[config.mk]
export PLATFORM = sky130hd
export DESIGN_NAME = shutdown_limit_valve_config
export DESIGN_NICKNAME = d
export VERILOG_FILES = /design/src/sdlv_pkg.sv /design/src/valve_if.sv /design/src/valve_dwell.sv /design/src/shutdown_limit_valve_config.sv
export SDC_FILE = /design/constraint.sdc
export NUM_CORES = 1
export LEC_CHECK = 0
export ABC_AREA = 1
export BUFFER_PORTS_ARGS = -buffer_cell sky130_fd_sc_hd__buf_2
export CAP_MARGIN = 20
export CORE_UTILIZATION = 47
export DETAILED_ROUTE_END_ITERATION = 12
export PLACE_DENSITY = 0.66
export SYNTH_ARGS = -nofsm -noshare
export SYNTH_HDL_FRONTEND = slang
export SYNTH_SLANG_ARGS = --single-unit
[constraint.sdc]
create_clock -name i_clk_sys -period 15.2 [get_ports i_clk_sys]
set_input_delay 2.28 -clock i_clk_sys [delete_from_list [all_inputs] [get_ports i_clk_sys]]
set_output_delay 2.28 -clock i_clk_sys [all_outputs]
set_load 0.005 [all_outputs]
[src/sdlv_pkg.sv]
package sdlv_pkg;

  // register offsets, as printed
  localparam logic [7:0] OFS_SD2_LOGIC = 8'h83;
  localparam logic [7:0] OFS_SD2_UPPER = 8'h84;
  localparam logic [7:0] OFS_SD2_LOWER = 8'h85;
  localparam logic [7:0] OFS_SD3_SOURCE = 8'h8c;
  localparam logic [7:0] OFS_SD3_LOGIC = 8'h8d;
  localparam logic [7:0] OFS_SD3_UPPER = 8'h8e;
  localparam logic [7:0] OFS_SD3_LOWER = 8'h8f;
  localparam logic [7:0] OFS_V1_DWELL = 8'h96;
  localparam logic [7:0] OFS_V1_DUTY = 8'h97;
  localparam logic [7:0] OFS_V2_DWELL = 8'h98;

  // reset values
  localparam logic [15:0] RST_LOGIC = 16'h0000;
  localparam logic [15:0] RST_UPPER = 16'h0001;
  localparam logic [15:0] RST_LOWER = 16'h0000;
  localparam logic [15:0] RST_SOURCE = 16'h0000;
  localparam logic [15:0] RST_DWELL = 16'h0005;
  localparam logic [15:0] RST_DUTY = 16'h0019;

  // trip-logic codes
  localparam logic [15:0] LOGIC_HIGH_ON = 16'h0000;
  localparam logic [15:0] LOGIC_HIGH_OFF = 16'h0001;
  localparam logic [15:0] LOGIC_WINDOW = 16'h0002;
  localparam logic [15:0] LOGIC_INV_WINDOW = 16'h0003;

  // input source codes
  localparam logic [15:0] SRC_NONE = 16'h0000;
  localparam logic [15:0] SRC_THERMOCOUPLE_ONE = 16'h0001;
  localparam logic [15:0] SRC_THERMOCOUPLE_TWO = 16'h0002;
  localparam logic [15:0] SRC_MODULE_THERMOCOUPLE = 16'h0003;
  localparam logic [15:0] SRC_TRANSDUCER = 16'h0004;
  localparam logic [15:0] SRC_PRESSURE_SWITCH_ONE = 16'h0005;
  localparam logic [15:0] SRC_PRESSURE_SWITCH_TWO = 16'h0006;

  // valve limits
  localparam logic [15:0] DWELL_MAX_S = 16'h000a;
  localparam logic [15:0] DUTY_MIN_PCT = 16'h0019;
  localparam logic [15:0] DUTY_MAX_PCT = 16'h0064;

  // timing
  localparam int CLK_HZ = 40_000_000;
  localparam int SECOND_S = 1;
  localparam int SECOND_CYCLES = CLK_HZ * SECOND_S;
  localparam int PWM_STEP_NS = 10_000;
  localparam int CLK_PERIOD_NS = 1_000_000_000 / CLK_HZ;
  localparam int PWM_STEP_CYCLES = (PWM_STEP_NS + CLK_PERIOD_NS - 1) / CLK_PERIOD_NS;

endpackage : sdlv_pkg

[src/valve_if.sv]
`timescale 1ns/100ps
interface valve_if;
  logic demand;
  logic [3:0] dwell_s;
  logic state;
  modport ctrl (output demand, output dwell_s, input state);
  modport valve (input demand, input dwell_s, output state);
endinterface : valve_if

[src/valve_dwell.sv]
`timescale 1ns/100ps
module valve_dwell #(
  parameter int SECOND_CYCLES = sdlv_pkg::SECOND_CYCLES
) (
  input wire logic i_clk_sys,
  input wire logic i_rst_n,
  valve_if.valve vif
);

  logic [31:0] cyc_cnt;
  logic [3:0] sec_cnt;
  logic held_enough;

  assign held_enough = (sec_cnt >= vif.dwell_s);

  // the output may only follow the demand once held for the dwell time
  always_ff @(posedge i_clk_sys or negedge i_rst_n) begin
    if (!i_rst_n) begin
      vif.state <= 1'b0;
    end else if (vif.demand != vif.state && held_enough) begin
      vif.state <= vif.demand; // RULE_05
    end
  end

  // seconds since last change, saturating above the largest dwell
  always_ff @(posedge i_clk_sys or negedge i_rst_n) begin
    if (!i_rst_n) begin
      cyc_cnt <= '0;
      sec_cnt <= '0;
    end else if (vif.demand != vif.state && held_enough) begin
      cyc_cnt <= '0; // RULE_05
      sec_cnt <= '0;
    end else if (cyc_cnt == 32'(SECOND_CYCLES - 1)) begin
      cyc_cnt <= '0;
      if (sec_cnt != 4'hf) begin
        sec_cnt <= sec_cnt + 4'h1;
      end
    end else begin
      cyc_cnt <= cyc_cnt + 32'h1;
    end
  end

endmodule : valve_dwell

[src/shutdown_limit_valve_config.sv]
`timescale 1ns/100ps
// Operation
// RULE_01: each of shutdown channels 2 and 3 holds a signed 16-bit upper limit, reset to 1.
// RULE_02: each of shutdown channels 2 and 3 holds a signed 16-bit lower limit, reset to 0.
// RULE_03: trip logic codes are 0 high-on, 1 high-off, 2 window, 3 inverted window; reset 0.
// RULE_04: channel 3 source codes are 0 none through 6 second pressure switch; reset 0.
// RULE_05: a process valve output is held in a new state for the dwell, 0 to 10 s, default 5.
// RULE_06: the process 1 valve runs PWM at a duty of 25 to 100 percent, default 25.
// RULE_07: high-on trips above upper and clears below lower, windows trip inside or outside.
module shutdown_limit_valve_config #(
  parameter int SECOND_CYCLES = sdlv_pkg::SECOND_CYCLES,
  parameter int PWM_STEP_CYCLES = sdlv_pkg::PWM_STEP_CYCLES
) (
  input wire logic i_clk_sys,
  input wire logic i_rstn,
  input wire logic i_reg_wr,
  input wire logic i_reg_rd,
  input wire logic [7:0] i_reg_addr,
  input wire logic [15:0] i_reg_wdata,
  output logic [15:0] o_reg_rdata,
  output logic o_reg_ack,
  input wire logic [15:0] i_shutdown2_input_select,
  input wire logic [15:0] i_thermocouple_one,
  input wire logic [15:0] i_thermocouple_two,
  input wire logic [15:0] i_module_thermocouple,
  input wire logic [15:0] i_transducer_input,
  input wire logic [15:0] i_pressure_switch_one,
  input wire logic [15:0] i_pressure_switch_two,
  input wire logic i_valve1_demand,
  input wire logic i_valve2_demand,
  output logic o_shutdown2_trip,
  output logic o_shutdown3_trip,
  output logic o_valve1,
  output logic o_valve2
);

  ////////////////////////////////////////////////////////////////////////////////
  // reset release

  logic rst_meta_n;
  logic rst_n;

  // two stages so the release never lands near a clock edge
  always_ff @(posedge i_clk_sys or negedge i_rstn) begin
    if (!i_rstn) begin
      rst_meta_n <= 1'b0;
      rst_n <= 1'b0;
    end else begin
      rst_meta_n <= 1'b1;
      rst_n <= rst_meta_n;
    end
  end

  ////////////////////////////////////////////////////////////////////////////////
  // register file

  logic [15:0] shutdown2_trip_logic;
  logic [15:0] shutdown2_upper_limit;
  logic [15:0] shutdown2_lower_limit;
  logic [15:0] shutdown3_input_select;
  logic [15:0] shutdown3_trip_logic;
  logic [15:0] shutdown3_upper_limit;
  logic [15:0] shutdown3_lower_limit;
  logic [15:0] valve1_min_dwell;
  logic [15:0] valve1_pwm_duty;
  logic [15:0] valve2_min_dwell;
  logic [15:0] next_rdata;

  // writes store the value as given; range limits are applied where used
  always_ff @(posedge i_clk_sys or negedge rst_n) begin
    if (!rst_n) begin
      shutdown2_trip_logic <= sdlv_pkg::RST_LOGIC; // RULE_03
      shutdown2_upper_limit <= sdlv_pkg::RST_UPPER; // RULE_01
      shutdown2_lower_limit <= sdlv_pkg::RST_LOWER; // RULE_02
      shutdown3_input_select <= sdlv_pkg::RST_SOURCE; // RULE_04
      shutdown3_trip_logic <= sdlv_pkg::RST_LOGIC; // RULE_03
      shutdown3_upper_limit <= sdlv_pkg::RST_UPPER; // RULE_01
      shutdown3_lower_limit <= sdlv_pkg::RST_LOWER; // RULE_02
      valve1_min_dwell <= sdlv_pkg::RST_DWELL; // RULE_05
      valve1_pwm_duty <= sdlv_pkg::RST_DUTY; // RULE_06
      valve2_min_dwell <= sdlv_pkg::RST_DWELL; // RULE_05
    end else if (i_reg_wr) begin
      case (i_reg_addr)
        sdlv_pkg::OFS_SD2_LOGIC: shutdown2_trip_logic <= i_reg_wdata;
        sdlv_pkg::OFS_SD2_UPPER: shutdown2_upper_limit <= i_reg_wdata;
        sdlv_pkg::OFS_SD2_LOWER: shutdown2_lower_limit <= i_reg_wdata;
        sdlv_pkg::OFS_SD3_SOURCE: shutdown3_input_select <= i_reg_wdata;
        sdlv_pkg::OFS_SD3_LOGIC: shutdown3_trip_logic <= i_reg_wdata;
        sdlv_pkg::OFS_SD3_UPPER: shutdown3_upper_limit <= i_reg_wdata;
        sdlv_pkg::OFS_SD3_LOWER: shutdown3_lower_limit <= i_reg_wdata;
        sdlv_pkg::OFS_V1_DWELL: valve1_min_dwell <= i_reg_wdata;
        sdlv_pkg::OFS_V1_DUTY: valve1_pwm_duty <= i_reg_wdata;
        sdlv_pkg::OFS_V2_DWELL: valve2_min_dwell <= i_reg_wdata;
        default: ; // unused and unmapped offsets ignore writes
      endcase
    end
  end

  // read mux; unused offsets read as zero
  always_comb begin
    case (i_reg_addr)
      sdlv_pkg::OFS_SD2_LOGIC: next_rdata = shutdown2_trip_logic;
      sdlv_pkg::OFS_SD2_UPPER: next_rdata = shutdown2_upper_limit;
      sdlv_pkg::OFS_SD2_LOWER: next_rdata = shutdown2_lower_limit;
      sdlv_pkg::OFS_SD3_SOURCE: next_rdata = shutdown3_input_select;
      sdlv_pkg::OFS_SD3_LOGIC: next_rdata = shutdown3_trip_logic;
      sdlv_pkg::OFS_SD3_UPPER: next_rdata = shutdown3_upper_limit;
      sdlv_pkg::OFS_SD3_LOWER: next_rdata = shutdown3_lower_limit;
      sdlv_pkg::OFS_V1_DWELL: next_rdata = valve1_min_dwell;
      sdlv_pkg::OFS_V1_DUTY: next_rdata = valve1_pwm_duty;
      sdlv_pkg::OFS_V2_DWELL: next_rdata = valve2_min_dwell;
      default: next_rdata = 16'h0000;
    endcase
  end

  // answer one cycle after the strobe; read data holds until the next read
  always_ff @(posedge i_clk_sys or negedge rst_n) begin
    if (!rst_n) begin
      o_reg_rdata <= 16'h0000;
      o_reg_ack <= 1'b0;
    end else begin
      o_reg_ack <= i_reg_wr | i_reg_rd;
      if (i_reg_rd) begin
        o_reg_rdata <= next_rdata;
      end
    end
  end

  ////////////////////////////////////////////////////////////////////////////////
  // shutdown channels

  function automatic logic [15:0] pick_source(input logic [15:0] sel);
    case (sel)
      sdlv_pkg::SRC_THERMOCOUPLE_ONE: pick_source = i_thermocouple_one; // RULE_04
      sdlv_pkg::SRC_THERMOCOUPLE_TWO: pick_source = i_thermocouple_two;
      sdlv_pkg::SRC_MODULE_THERMOCOUPLE: pick_source = i_module_thermocouple;
      sdlv_pkg::SRC_TRANSDUCER: pick_source = i_transducer_input;
      sdlv_pkg::SRC_PRESSURE_SWITCH_ONE: pick_source = i_pressure_switch_one;
      sdlv_pkg::SRC_PRESSURE_SWITCH_TWO: pick_source = i_pressure_switch_two;
      default: pick_source = 16'h0000;
    endcase
  endfunction : pick_source

  logic [15:0] ch_sel [2];
  logic [15:0] ch_logic [2];
  logic [15:0] ch_upper [2];
  logic [15:0] ch_lower [2];
  logic [1:0] ch_trip;

  assign ch_sel[0] = i_shutdown2_input_select;
  assign ch_sel[1] = shutdown3_input_select;
  assign ch_logic[0] = shutdown2_trip_logic;
  assign ch_logic[1] = shutdown3_trip_logic;
  assign ch_upper[0] = shutdown2_upper_limit;
  assign ch_upper[1] = shutdown3_upper_limit;
  assign ch_lower[0] = shutdown2_lower_limit;
  assign ch_lower[1] = shutdown3_lower_limit;

  // the same comparator pair for each channel; codes beyond 6 act as none
  for (genvar c = 0; c < 2; c++) begin : g_chan
    logic signed [15:0] value;
    logic above;
    logic below;
    logic enabled;
    logic trip;

    // one driver per channel; the flag vector is only a wiring point
    assign ch_trip[c] = trip;
    assign value = $signed(pick_source(ch_sel[c]));
    assign above = value > $signed(ch_upper[c]); // RULE_01
    assign below = value < $signed(ch_lower[c]); // RULE_02
    assign enabled = (ch_sel[c] != sdlv_pkg::SRC_NONE) &&
                     (ch_sel[c] <= sdlv_pkg::SRC_PRESSURE_SWITCH_TWO);

    // hysteresis modes keep state between the limits, windows are direct
    always_ff @(posedge i_clk_sys or negedge rst_n) begin
      if (!rst_n) begin
        trip <= 1'b0;
      end else if (!enabled) begin
        trip <= 1'b0; // RULE_07
      end else begin
        case (ch_logic[c])
          sdlv_pkg::LOGIC_HIGH_ON: begin // RULE_03
            if (above) begin
              trip <= 1'b1; // RULE_07
            end else if (below) begin
              trip <= 1'b0;
            end
          end
          sdlv_pkg::LOGIC_HIGH_OFF: begin
            if (below) begin
              trip <= 1'b1; // RULE_07
            end else if (above) begin
              trip <= 1'b0;
            end
          end
          sdlv_pkg::LOGIC_WINDOW: trip <= !above && !below; // RULE_07
          sdlv_pkg::LOGIC_INV_WINDOW: trip <= above || below; // RULE_07
          default: trip <= 1'b0;
        endcase
      end
    end
  end

  assign o_shutdown2_trip = ch_trip[0];
  assign o_shutdown3_trip = ch_trip[1];

  ////////////////////////////////////////////////////////////////////////////////
  // process valves

  valve_if v1_if ();
  valve_if v2_if ();

  // dwell above the documented maximum is held at the maximum
  function automatic logic [3:0] clamp_dwell(input logic [15:0] d);
    clamp_dwell = (d > sdlv_pkg::DWELL_MAX_S) ? sdlv_pkg::DWELL_MAX_S[3:0] : d[3:0];
  endfunction : clamp_dwell

  assign v1_if.demand = i_valve1_demand;
  assign v1_if.dwell_s = clamp_dwell(valve1_min_dwell); // RULE_05
  assign v2_if.demand = i_valve2_demand;
  assign v2_if.dwell_s = clamp_dwell(valve2_min_dwell); // RULE_05

  valve_dwell #(.SECOND_CYCLES(SECOND_CYCLES)) u_valve1 (
    .i_clk_sys(i_clk_sys),
    .i_rst_n(rst_n),
    .vif(v1_if.valve)
  );

  valve_dwell #(.SECOND_CYCLES(SECOND_CYCLES)) u_valve2 (
    .i_clk_sys(i_clk_sys),
    .i_rst_n(rst_n),
    .vif(v2_if.valve)
  );

  // pwm: 100 steps per period, one step per prescaler wrap
  logic [15:0] pwm_pre;
  logic [6:0] pwm_step;
  logic [15:0] duty_eff;

  assign duty_eff = (valve1_pwm_duty < sdlv_pkg::DUTY_MIN_PCT) ? sdlv_pkg::DUTY_MIN_PCT :
                    (valve1_pwm_duty > sdlv_pkg::DUTY_MAX_PCT) ? sdlv_pkg::DUTY_MAX_PCT :
                    valve1_pwm_duty; // RULE_06

  always_ff @(posedge i_clk_sys or negedge rst_n) begin
    if (!rst_n) begin
      pwm_pre <= 16'h0000;
      pwm_step <= 7'h00;
    end else if (pwm_pre == 16'(PWM_STEP_CYCLES - 1)) begin
      pwm_pre <= 16'h0000;
      pwm_step <= (pwm_step == 7'(sdlv_pkg::DUTY_MAX_PCT - 1)) ? 7'h00 : pwm_step + 7'h01;
    end else begin
      pwm_pre <= pwm_pre + 16'h0001;
    end
  end

  // only the dwell-filtered state is chopped, so dwell timing is unaffected
  always_ff @(posedge i_clk_sys or negedge rst_n) begin
    if (!rst_n) begin
      o_valve1 <= 1'b0;
      o_valve2 <= 1'b0;
    end else begin
      o_valve1 <= v1_if.state && ({9'h000, pwm_step} < duty_eff); // RULE_06
      o_valve2 <= v2_if.state;
    end
  end

endmodule : shutdown_limit_valve_config

==> results, run 1 <==
- The flow ran to the end, and the final reports show no timing, DRC or antenna violations.
- Of the total power, registers draw 0.402.
- The wire length of the first global-routing pass is 84.44 mm.
- After synthesis, the most frequently instantiated cells are sky130_fd_sc_hd__nand2_1 (404), sky130_fd_sc_hd__inv_1 (312), sky130_fd_sc_hd__dfrtp_1 (271).
- The path type of the worst min-delay path is flip-flop to flip-flop.
- For this run, the register share of the synthesized area comes to 0.4256.
- The slowest cell on the critical path is sky130_fd_sc_hd__nor2_1.
- Buffers placed on the I/O ports in this run total 162.
- The number of setup buffers added after CTS is 0.
- The share of total power dissipated in combinational logic is 0.199.
- The total clock buffers created by CTS is 34.
- The critical setup path kind is input port to flip-flop.
- The final weighted congestion in routability-driven placement is 0.9976.
- For this run, design rule violations remaining after detail routing come to 0.
- Synthesis produced a netlist with a net count of 2354.
- For this run the aggregate overflow at the end of global routing stands at 0.
- Across the routed clock network, the largest skew measured is 0.02045 ns.
- The routed design has 55.14 mm of wire.
- The number of DRC markers after the initial detailed-route iteration is 1709.
- For the pin with the worst max-slew slack, the measured transition is 1.006 ns.
- Walking the worst path, the cells encountered are buf_2, nor2_1, nand2_1, nor2_1, nand2_1, o22ai_1, a21oi_1, nand2_1, ha_1, a21oi_1, nor2_1, a2111oi_0, nand3_1, nand3_1, nand4_1, o21ai_0, nor2_1.
- The maximum achievable frequency is 0.1719 GHz.
- Headroom to the max-slew limit came out at 0.3280.
- The area of the multi-input gates is 8056 um2.
- The worst-skew pair later-pin latency is 0.54 ns.
- The most frequently used cell type in the post-synthesis netlist is sky130_fd_sc_hd__nand2_1.
- Once the clock tree was built, the resizer swapped 0 gates to a different size.
- The width of the die is 189.3 um.
- In this run the power density over the cells is 110.4 nW/um2.
- The peak supply drop is 0.1022 mV.
- For this design, the CTS-stage hold fixing added 0 buffers.
- The clock slew at the register clock pins of the worst setup and hold paths is 0.06 ns.
- Setup repair after global routing left no endpoint under its margin.
- Yosys mapped a number of flops with a built-in enable equal to 0.
- The power dissipated by switching net loads is 0.6605 mW.
- The leakage component of the power is 9.086 nW.
- The routed layout has 15900 vias.
- In this run the number of H-tree levels came out at 2.
- The post-synthesis area per instance is 7.742 um2.
- Counting I/O delays and the setup requirement, the final critical path takes 5.817 ns.
- Dividing the final minimum period by the clock period gives 0.3827.
- In the routed layout, each cell is associated on average with a via count of 5.763.
- STA puts the critical path data required time at 15.62 ns.
- Of the total power, the clock network draws 0.399.
- The number of synthesized register bits is 280.
- TritonCTS built the clock tree.
- The number of nets in the finished design is 2501.
- The synthesis-to-layout area growth is 14.46%.
- The maximum fanout along the worst path is 15.
- The count of different cell masters after synthesis is 53.
- The top cell type's share of synthesized area is 0.4112.
- The repair_antennas step left the layout with diodes totalling 0.
- The largest net degree at the start of global routing is 76.
- The share of final-layout standard cells stronger than drive strength 1 is 0.1246.
- The buffer type at the clock tree root is sky130_fd_sc_hd__clkbuf_16.
- The critical path's top delay family is simple AND/OR/NAND/NOR gates.
- The top-level I/O count is 163.
- The count of final hold-check violations was 0.
- The fill cell instance count of the final layout is 3297.
- Among all flip-flop cells after synthesis, the most frequent one is sky130_fd_sc_hd__dfrtp_1.
- The die area is 35840 um2.
- For this run, the detailed router's first-pass iteration total came to 6.
- The clock net sink count is 280.
- Dividing the detail-routed wire length by the instance count gives 19.99 um.
- STA classifies the critical path endpoint as a flip-flop.
- Counting both buffers and inverters, the worst setup path holds a total of 1.
- The via count of the first global-routing pass is 14860.
- The number of antenna violations at the first check in global routing is 3.
- The switching share of power is 0.3170.
- Data on the critical path arrives at its endpoint at 6.24 ns.
- The detailed-placement wirelength estimate is 41.00 mm.
- Prior to clock tree synthesis, the placed netlist has a worst setup slack of 9.001 ns.
- The die boundary height is 189.3 um.
- The final-report setup violation count is 0.
- The sum of negative setup slack is 0 ns.
- The final antenna-violating net count is 0.
- The cell-internal power is 1.423 mW.
- In this run the deepest clock path goes through 3 buffers.
- The storage element area is 7022 um2.
- After floorplanning, the core was sized to cover 34540 um2.
- The count of final max-slew check failures was 0.
- The cell count after synthesis came out at 2130.
- The starting density of the core is 0.4774.
- Row generation in the floorplan step produced 68 rows.
- After synthesis, the cell types taking the most area are sky130_fd_sc_hd__dfrtp_1 (41%), sky130_fd_sc_hd__nand2_1 (9.2%), sky130_fd_sc_hd__o21ai_0 (7.5%).
- STA classifies the critical path startpoint as an input port.
- sky130_fd_sc_hd__dfrtp_1 takes more of the synthesized area than any other cell.
- Once routing completed, OpenROAD measured the worst setup slack at 9.383 ns.
- The number of synthesis warnings is 0.
- For this run, the total global-route usage over all layers was measured as 0.3071.
- In this run the cell area of the synthesized design comes to 16490 um2.
- The worst stage delay on the critical path is 0.65 ns.
- The share of flip-flops with an asynchronous set or reset is 1.000.
- The number of violations of the max-capacitance limit is 0.
- The most frequent cell on the critical path is sky130_fd_sc_hd__nor2_1.
==> logic make-up (layout without fill, tap and decap cells) <==
group	count (synthesis)	after routing	synth area share
DFF	280	280	0.4256
xor gates and xnor gates	20	20	0.01062
muxes	10	10	0.006829
adders and majority gates	82	82	0.06222
and+or+nand+nor	860	860	0.2329
AOI/OAI and AO/OA	498	498	0.1753
buffers and inverters	379	552	0.08642
other	1	1	0.0002274
==> worst register-to-register path, stage by stage (launching register included) <==
cell and delay, ns:
sky130_fd_sc_hd__dfrtp_1 0.41, sky130_fd_sc_hd__nor2_1 0.13, sky130_fd_sc_hd__nand2_1 0.12, sky130_fd_sc_hd__nor2_2 0.12, sky130_fd_sc_hd__buf_4 0.33, sky130_fd_sc_hd__nand3_1 0.67, sky130_fd_sc_hd__o221ai_1 0.67, sky130_fd_sc_hd__ha_1 0.34
sky130_fd_sc_hd__a21oi_1 0.14, sky130_fd_sc_hd__o21ai_0 0.10, sky130_fd_sc_hd__a211o_1 0.29, sky130_fd_sc_hd__nor3_1 0.19, sky130_fd_sc_hd__nand2_1 0.14, sky130_fd_sc_hd__nand4_1 0.13, sky130_fd_sc_hd__nand3_1 0.07, sky130_fd_sc_hd__nor2_1 0.08
sky130_fd_sc_hd__nor2_1 0.04
==> power groups by stage <==
stage | logic [mW] | registers [mW] | clock network [mW]
after global placement | 0.400 | 0.847 | 0
after CTS | 0.414 | 0.836 | 0.842
after floorplan | 0.271 | 0.843 | 0
after detailed placement | 0.412 | 0.848 | 0
final | 0.414 | 0.837 | 0.832
after global routing | 0.469 | 0.843 | 0.875
==> final cells by class <==
class,count,area share
tap,455,0.03016
clock buffer,54,0.05435
timing repair buffer,173,0.04733
sequential,280,0.3720
clock inverter,8,0.006297
inverter,317,0.06304
multi-input combinational,1471,0.4268
==> sequential cells by signal, summed over array words and instances, names as in the netlist, 4 cells and up <==
register	count
valve1_pwm_duty	16
pwm_pre	16
u_valve2.sec_cnt	4
shutdown2_trip_logic	16
o_reg_rdata	16
valve2_min_dwell	16
valve1_min_dwell	16
u_valve2.cyc_cnt	32
u_valve1.cyc_cnt	32
shutdown3_input_select	16
shutdown3_lower_limit	16
shutdown3_upper_limit	16
shutdown2_upper_limit	16
pwm_step	7
shutdown3_trip_logic	16
shutdown2_lower_limit	16
u_valve1.sec_cnt	4
==> metrics by stage <==
step | total power, mW | hold slack [ns] | cells | area, um2 | utilization
finish | 2.083 | 0.3495 | 2758 | 18880 | 0.5464
global route | 2.186 | 0.3541 | 2758 | 18880 | 0.5464
CTS | 2.092 | 0.3529 | 2758 | 18880 | 0.5464
detailed placement | 1.261 | 0.3395 | 2696 | 17730 | 0.5133
global placement | 1.247 | 0.3367 | 2696 | 17730 | 0.5133
floorplan | 1.115 | 0.3312 | 2130 | 16490 | -
==> cells in the final DEF (no fill, tap or decap), drive strengths merged, types with 35 or more instances in the layout <==
cell type / Yosys / final
nand4: 45 / 45
clkbuf: 58 / 54
nand2: 411 / 411
nor3: 60 / 60
a21oi: 99 / 99
nand3: 90 / 90
nor4: 35 / 35
ha: 82 / 82
o21ai: 248 / 248
nor2: 205 / 205
o22ai: 48 / 48
inv: 314 / 318
dfrtp: 271 / 271
buf: 4 / 173
==> final timing paths <==
kind / startpoint / end / slack (ns) / cells past startpoint
setup / recovery: i_shutdown2_input_select[13] / o_shutdown2_trip / 9.38 / 17
setup reg to reg: shutdown3_input_select[11] / o_shutdown3_trip / 11.09 / 16
max in group asynchronous: rst_n / pwm_pre[13] / 12.39 / 2
hold / removal: rst_meta_n / rst_n / 0.35 / 0
min in group asynchronous: rst_n / shutdown2_trip_logic[14] / 0.46 / 0
hold reg to reg: rst_meta_n / rst_n / 0.35 / 0
==> layer usage <==
layer	wire length, um	track usage	vias to the layer above	part of all wire
met5	92	0.01923	-	0.0017
met4	1366	0.09088	2	0.025
met3	4989	0.06284	97	0.090
met2	25000	0.4761	711	0.45
met1	23690	0.4297	7563	0.43
li1	-	-	7522	-
No activity file was read; power rests on OpenSTA's default activity.
==> run 2: changes to the inputs <==
==> constraint.sdc (replaced) <==
create_clock -name i_clk_sys -period 5.85 [get_ports i_clk_sys]
set_input_delay 0.8775 -clock i_clk_sys [delete_from_list [all_inputs] [get_ports i_clk_sys]]
set_output_delay 0.8775 -clock i_clk_sys [all_outputs]
set_load 0.005 [all_outputs]
==> run 2 against run 1 <==
  * Utilization barely moved
  * Combinational power grew to 2.6 times the previous value
  * Critical path depth down 1
  * Global-route usage shrank 0.27 points
  * Clock-buffer cell count shrank 5
  * Via count about the same
  * Wire length is 0.48% lower
  * Hold slack lost 0.27 ns
  * Final cell count about the same
  * Die area unchanged
  * Largest cell class unchanged
==> results, run 2 (synthesized netlist as in run 1, its figures left out) <==
- The count of final max-slew check failures is 0.
- The share of final-layout standard cells stronger than drive strength 1 is 0.1255.
- The endpoint required time on the critical path is 6.33 ns.
- The total overflow left after global routing is 0.
- Data on the critical path arrives at its endpoint at 4.39 ns.
- The post-cts sizing count is 0.
- The fill cell instance count of the final layout is 3329.
- The via count of the first global-routing pass is 14690.
- Static timing analysis puts the maximum clock frequency at 0.2557 GHz.
- The analysis attributes to cell leakage a power of 9.089 nW.
- Of the total power, registers draw 0.407.
- The worst setup path is of the flip-flop to flip-flop kind.
- In the final layout, the registers with the most flip-flops are u_valve1.cyc_cnt x32, u_valve2.cyc_cnt x32.
- Compared with the post-synthesis result, the final layout area differs by 14.45%.
- Clock latency on the worst-skew pair, taken at its later pin, is 0.56 ns.
- The internal power of the cells totals 3.677 mW.
- For met3 alone, demand over resource in global routing was 0.05709.
- The worst path meets setup with 1.940 ns of slack.
- The minimum clock period after layout is 3.910 ns.
- Of the total power, the clock network draws 0.391.
- The number of clock buffers added by TritonCTS is 30.
- Port buffering added 162 buffers.
- 0 antenna diodes ended up in the layout.
- The TritonCTS clock tree is done.
- After detailed routing, the average wire length per cell comes to 19.91 um.
- For this run, global-route usage on met2 was measured as 0.4673.
- Buffers inserted to repair hold after CTS numbered 0.
- From left edge to right edge, the die measures 189.3 um.
- The remaining routing DRC violations is 0.
- The largest buffer count on any clock path is 3.
- For this design the top-level I/O count stands at 163.
- The pre-CTS worst setup slack is 1.482 ns.
- The transition time of the tightest slew-check pin is 1.046 ns.
- The share of the core filled with cells is 0.5464.
- The power per standard cell area is 282.6 nW/um2.
- In the routed layout, each cell is associated on average with a via count of 5.768.
- The worst hold slack across all endpoints is 0.08219 ns.
- The library cells used most frequently in the layout, excluding fill and tap cells, are sky130_fd_sc_hd__nand2_1 (404), sky130_fd_sc_hd__inv_1 (312), sky130_fd_sc_hd__dfrtp_1 (270), sky130_fd_sc_hd__o21ai_0 (248), sky130_fd_sc_hd__nor2_1 (190).
- Dividing the final minimum period by the clock period gives 0.6684.
- The standard cell core area is 34540 um2.
- The largest net degree at the start of global routing is 175.
- In the final layout, the multi-input gates occupy 8056 um2.
- Across every metal layer, demand over resource in global routing totals 0.3043.
- The number of placement rows is 68.
- Measured along the y axis, the die boundary spans 189.3 um.
- The maximum fanout along the worst path is 15.
- For this design the total switching power over the nets is 1.657 mW.
- The sequential cells in the finished layout cover a total of 7022 um2.
- For this run, global-route usage on met1 was measured as 0.4317.
- Leaving out fill and tap cells, the most frequent cell in the layout is sky130_fd_sc_hd__nand2_1.
- For the final database, setup skew stands at 0.01101 ns.
- The number of cells in the design after placement is 2701.
- The max-slew headroom at the worst pin is 0.3027.
- The sum of negative setup slack is 0 ns.
- The final-report setup violation count is 0.
- Wires add up to 54.88 mm.
- The count of final hold-check violations was 0.
- The path type of the worst min-delay path is input port to asynchronous set/reset pin.
- The starting density of the core is 0.4774.
- The most heavily used metal layer in global routing is met2.
- The worst setup path is captured at a flip-flop.
- The clock net sink count is 280.
- The floorplan step defined a die boundary enclosing 35840 um2.
- The first global-routing pass estimated 83.77 mm of wire.
- The number of antenna violations at the first check in global routing came to 1.
- The number of violations of the max-capacitance limit is 0.
- The run finished with clean final reports.
- At the end of routability-driven placement, the weighted congestion stood at 0.9837.
- Of the total power, the share spent switching nets is 0.3106.
- The clock slew at the register clock pins of the worst setup and hold paths is 0.06 ns.
- The worst setup path is launched from a flip-flop.
- In this run, the number of DRC markers left after iteration 0 of detailed routing was 1774.
- Setup repair after global routing left no endpoint under its margin.
- The number of setup buffers added after CTS is 0.
- The net count of the finished layout is 2502.
- The number of H-tree branching levels is 1.
- The peak supply drop is 0.2850 mV.
- The proportion of power drawn by combinational gates is 0.201.
- The detailed-routing iteration count for the pre-antenna-repair pass is 8.
- The final standard cell count with taps included and fillers excluded is 2757.
- For this block, the via count after detailed routing is 15900.
- The wire-length estimate of the detail-placed layout is 40.81 mm.
- The buffer type at the clock tree root is sky130_fd_sc_hd__clkbuf_16.
- The detail route stage leaves a number of antenna-violating nets equal to 0.
## run 2: cell count changes in the layout (fill, tap and decap cells not counted), moves of 2 or more
| cell | before | now |
|---|---|---|
| sky130_fd_sc_hd__inv_6 | 3 | 1 |
| sky130_fd_sc_hd__bufinv_16 | 2 | 4 |
| sky130_fd_sc_hd__buf_4 | 11 | 15 |
| sky130_fd_sc_hd__clkbuf_16 | 34 | 31 |
| sky130_fd_sc_hd__clkbuf_1 | 10 | 7 |
## run 2: path summary, 6_finish.rpt
check | start | to | slack [ns] | cells past startpoint
setup / recovery | valve1_min_dwell[4] | u_valve1.sec_cnt[0] | 1.94 | 16
hold / removal | i_rstn | rst_n | 0.08 | 1
setup reg to reg | valve1_min_dwell[4] | u_valve1.sec_cnt[0] | 1.94 | 16
hold reg to reg | rst_meta_n | rst_n | 0.35 | 0
max in group asynchronous | rst_n | pwm_pre[8] | 3.97 | 1
min in group i_clk_sys | rst_meta_n | rst_n | 0.35 | 0
## run 2: cell type report
cell class / count / share of cell area
sequential: 280 / 0.3720
clock inverter: 7 / 0.007359
tap: 455 / 0.03016
timing repair buffer: 178 / 0.04999
clock buffer: 49 / 0.05052
multi-input combinational: 1471 / 0.4269
inverter: 317 / 0.06305
## run 2: critical path, stage by stage (launching register included)
cell	delay (ns)
sky130_fd_sc_hd__dfrtp_1	0.41
sky130_fd_sc_hd__nor2_1	0.10
sky130_fd_sc_hd__nand3_1	0.07
sky130_fd_sc_hd__nor4_1	0.39
sky130_fd_sc_hd__nand3_1	0.19
sky130_fd_sc_hd__nor2_1	0.14
sky130_fd_sc_hd__ha_1	0.15
sky130_fd_sc_hd__inv_1	0.04
sky130_fd_sc_hd__nor2_1	0.08
sky130_fd_sc_hd__o211ai_1	0.08
sky130_fd_sc_hd__nand3_1	0.12
sky130_fd_sc_hd__nand2_1	0.20
sky130_fd_sc_hd__nand2_1	0.56
sky130_fd_sc_hd__inv_1	0.43
sky130_fd_sc_hd__a41oi_1	0.59
sky130_fd_sc_hd__nand3_1	0.15
sky130_fd_sc_hd__o21ai_0	0.11
## run 2: power groups by stage
stage,clock [mW],sequential [mW],combinational [mW]
3_5_place_dp,0,2.20,1.06
3_3_place_gp,0,2.20,1.04
6_report,2.09,2.17,1.07
2_1_floorplan,0,2.19,0.705
5_1_grt,2.20,2.19,1.21
4_1_cts,2.12,2.17,1.07
## run 2: metal layers
layer / part of all wire / wire, um
met1: 0.43 / 23530
met2: 0.45 / 24430
met3: 0.090 / 4915
met4: 0.037 / 2004
met5: 0 / 0
## run 2: metrics by stage
stage               power, mW  area [um2]
floorplan               2.896       16490
global placement        3.238       17780
detailed placement      3.262       17780
CTS                     5.354       18870
global route            5.593       18870
finish                  5.334       18870
==> run 3: changes to the inputs <==
==> constraint.sdc (replaced) <==
create_clock -name i_clk_sys -period 4.05 [get_ports i_clk_sys]
set_input_delay 0.6075 -clock i_clk_sys [delete_from_list [all_inputs] [get_ports i_clk_sys]]
set_output_delay 0.6075 -clock i_clk_sys [all_outputs]
set_load 0.005 [all_outputs]
==> run 3 against run 2 <==
  * Die area unchanged
  * Clock-buffer cell count down 2
  * Wire length shrank 0.82%
  * Non-clock buffer count rose by 14
  * Combinational power is 51% higher
  * Critical path depth grew 3
  * Sequential power is 45% higher
  * Hold slack better by 0.17 ns
  * Register-to-register slack worse by 1.7 ns
  * Via count hardly changed
  * Power grew 45%
  * Clock skew is 0.0055 ns higher
==> results, run 3 (synthesized netlist as in run 1, its figures left out) <==
- The flow ran to the end, and the final reports show no timing, DRC or antenna violations.
- The sum of overflow across all layers after global routing is 0.
- Derived from the worst setup path, the maximum achievable clock frequency is 0.2652 GHz.
- The final antenna-violating net count is 0.
- Of the available clock period, the critical path in the final layout requires 0.9312.
- The depth of the critical timing path with buffers and inverters included is 19.
- The count of final max-slew check failures is 0.
- Along the worst path, the maximum fanout reaches 13.
- The first detailed-routing pass ran for 8 iterations.
- The worst path needs 3.771 ns of the cycle, external delays included.
- The power per standard cell area is 407.1 nW/um2.
- The initial utilization of the core area, before any placement, comes to 0.4774.
- For this run, design rule violations remaining after detail routing come to 0.
- The synthesis-to-layout area growth is 14.96%.
- The total clock buffers created by CTS is 31.
- In this run the standard cell core region covers 34540 um2.
- In this run the critical register-to-register path is captured at o_shutdown3_trip.
- For this block, the routed nets add up to 54.43 mm of wire.
- The clock slew at the register clock pins of the worst setup and hold paths is 0.06 ns.
- The peak supply drop is 0.3057 mV.
- In this run the count of I/O pins placed on the die edge is 163.
- The tool flagged a number of max-cap violations equal to 0.
- For the pin with the worst max-slew slack, the measured transition is 1.049 ns.
- The longest clock path from root to sink contains 3 buffers.
- The start point of the worst min-delay path is i_valve2_demand.
- The share of final-layout standard cells stronger than drive strength 1 is 0.1299.
- The first global-routing pass estimated 84.17 mm of wire.
- Once the clock tree was built, the resizer swapped 0 gates to a different size.
- At the worst endpoint, the required time is 4.52 ns.
- Measured against its own limit, the worst slew margin works out to 0.2987.
- The TritonCTS clock tree is done.
- The final weighted congestion in routability-driven placement is 0.9499.
- The number of cell instances on the worst register-to-register path is 19.
- The critical path buffer and inverter count is 1.
- The worst stage delay on the critical path is 0.48 ns.
- The wire-length estimate of the detail-placed layout is 41.04 mm.
- The number of inserted diodes is 0.
- The endpoint of the most critical setup path is o_shutdown3_trip.
- The tree is rooted in a sky130_fd_sc_hd__clkbuf_16.
- The number of H-tree branching levels is 1.
- After routing, the total negative slack on setup checks comes to 0 ns.
- Input and output buffers added on the ports amount to 162.
- The kind of cell with the highest combined delay along the critical path is simple AND/OR/NAND/NOR gates.
- Prior to clock tree synthesis, the placed netlist has a worst setup slack of 0.1767 ns.
- Walking the worst path, the cells encountered are nor2_1, nand2_1, nor2_1, nand2_1, o22ai_1, a311oi_1, o221ai_1, ha_1, nand2_1, inv_1, nand3_1, o211ai_1, nand2_1, o2111ai_1, nand3_1, nand4_1, nand3_1, nor2_1, nor2_1.
- The critical setup path kind is flip-flop to flip-flop.
- The share of the core filled with cells is 0.5488.
- In the post-route analysis, the smallest setup slack over all paths is 0.2786 ns.
- The first routing iteration left 1716 violations.
- Entering global routing, the biggest net connects 73 pins.
- The commonest non-fill, non-tap cell in the layout is sky130_fd_sc_hd__nand2_1.
- Using the TritonRoute via totals, the vias-per-cell ratio works out to 5.730.
- The worst hold slack across all endpoints is 0.2490 ns.
- The kind of end point of the critical path is a flip-flop.
- The number of setup buffers added after CTS is 0.
- The setup skew after layout is 0.01650 ns.
- The startpoint identified for the worst register-to-register timing path is shutdown3_input_select[5].
- The floorplan step set the die height to 189.3 um.
- The final-report setup violation count is 0.
- Clock tree synthesis found a total of 280 sinks.
- Setup repair after global routing left no endpoint under its margin.
- After detailed routing, the average wire length per cell comes to 19.63 um.
- The startpoint type of the worst setup path is a flip-flop.
- The first element of the critical path is shutdown3_input_select[5].
- The slowest cell on the critical path is sky130_fd_sc_hd__a311oi_1.
- The die area is 35840 um2.
- The global router's overall resource usage is 0.3043.
- The arrival time reported for the critical path endpoint is 4.24 ns.
- The number of nets in the finished design is 2517.
- The tightest min-delay check is of the input port to flip-flop type.
- The total number of vias is 15890.
- The via count of the first global-routing pass was 14890.
- The width of the die is 189.3 um.
- For the worst-skew pair, the clock arrives at the later sink with an insertion delay of 0.59 ns.
- The largest registers in the layout are u_valve1.cyc_cnt x32, u_valve2.cyc_cnt x32.
- The number of antenna violations at the first check in global routing is 1.
- In the layout the commonest cells are sky130_fd_sc_hd__nand2_1 (404), sky130_fd_sc_hd__inv_1 (312), sky130_fd_sc_hd__dfrtp_1 (270), sky130_fd_sc_hd__o21ai_0 (248), sky130_fd_sc_hd__nor2_1 (190).
- The fill cell instance count of the final layout is 3317.
- The number of placement rows is 68.
- The leakage component of the power is 9.137 nW.
- The setup slack of the worst register-to-register path is 0.28 ns.
- The count of final hold-check violations is 0.
[run 3: timing repair]
action | in CTS | in global routing
endpoints found under the hold margin | 2 | 0
endpoints found under the setup margin | 0 | 0
hold buffers | 1 | 0
[run 3: cell type report]
type                            count  area (um2)  area share
Clock inverter                     11       161.4    0.008514
Sequential cell                   280        7022      0.3704
Inverter                          317        1190     0.06276
Tap cell                          455       569.3     0.03003
Multi-Input combinational cell   1471        8056      0.4250
Timing Repair Buffer              192        1064     0.05610
Clock buffer                       47       895.9     0.04725
[run 3: report_power, final]
group	internal, mW	switching [mW]
logic	0.530	1.09
registers	2.98	0.166
clock network	1.77	1.19
[run 3: layer usage]
metal  GRT usage  vias to the layer above  wire length, um
met5           0                        -                0
met4     0.08716                        0             1637
met3     0.07340                      122             5300
met2      0.4695                      727            24260
met1      0.4238                     7491            23230
li1            -                     7548                -
[run 3: worst min-delay path by stage]
stage	slack [ns]	end	cells past startpoint
4_1_cts	0.24	u_valve2.vif.state	3
3_3_place_gp	0.33	rst_n	0
2_1_floorplan	0.31	rst_meta_n	0
3_5_place_dp	0.35	rst_n	0
6_report	0.25	u_valve2.vif.state	3
5_1_grt	0.26	u_valve2.vif.state	3
[run 3: worst reg2reg max path, stage by stage (launching register included)]
cell,delay [ns]
sky130_fd_sc_hd__dfrtp_1,0.38
sky130_fd_sc_hd__nor2_1,0.05
sky130_fd_sc_hd__nand2_1,0.24
sky130_fd_sc_hd__nor2_1,0.13
sky130_fd_sc_hd__nand2_1,0.43
sky130_fd_sc_hd__o22ai_1,0.15
sky130_fd_sc_hd__a311oi_1,0.48
sky130_fd_sc_hd__o221ai_1,0.29
sky130_fd_sc_hd__ha_1,0.36
sky130_fd_sc_hd__nand2_1,0.05
sky130_fd_sc_hd__inv_1,0.05
sky130_fd_sc_hd__nand3_1,0.08
sky130_fd_sc_hd__o211ai_1,0.20
sky130_fd_sc_hd__nand2_1,0.11
sky130_fd_sc_hd__o2111ai_1,0.12
sky130_fd_sc_hd__nand3_1,0.17
sky130_fd_sc_hd__nand4_1,0.15
sky130_fd_sc_hd__nand3_1,0.08
sky130_fd_sc_hd__nor2_1,0.09
sky130_fd_sc_hd__nor2_1,0.04
[run 3: stage by stage]
stage | total power, mW | instances | instance area, um2
after floorplan | 4.183 | 2130 | 16490
final | 7.719 | 2773 | 18960
after global placement | 4.729 | 2714 | 17890
after CTS | 7.728 | 2773 | 18960
after detailed placement | 4.779 | 2714 | 17890
after global routing | 8.085 | 2773 | 18960
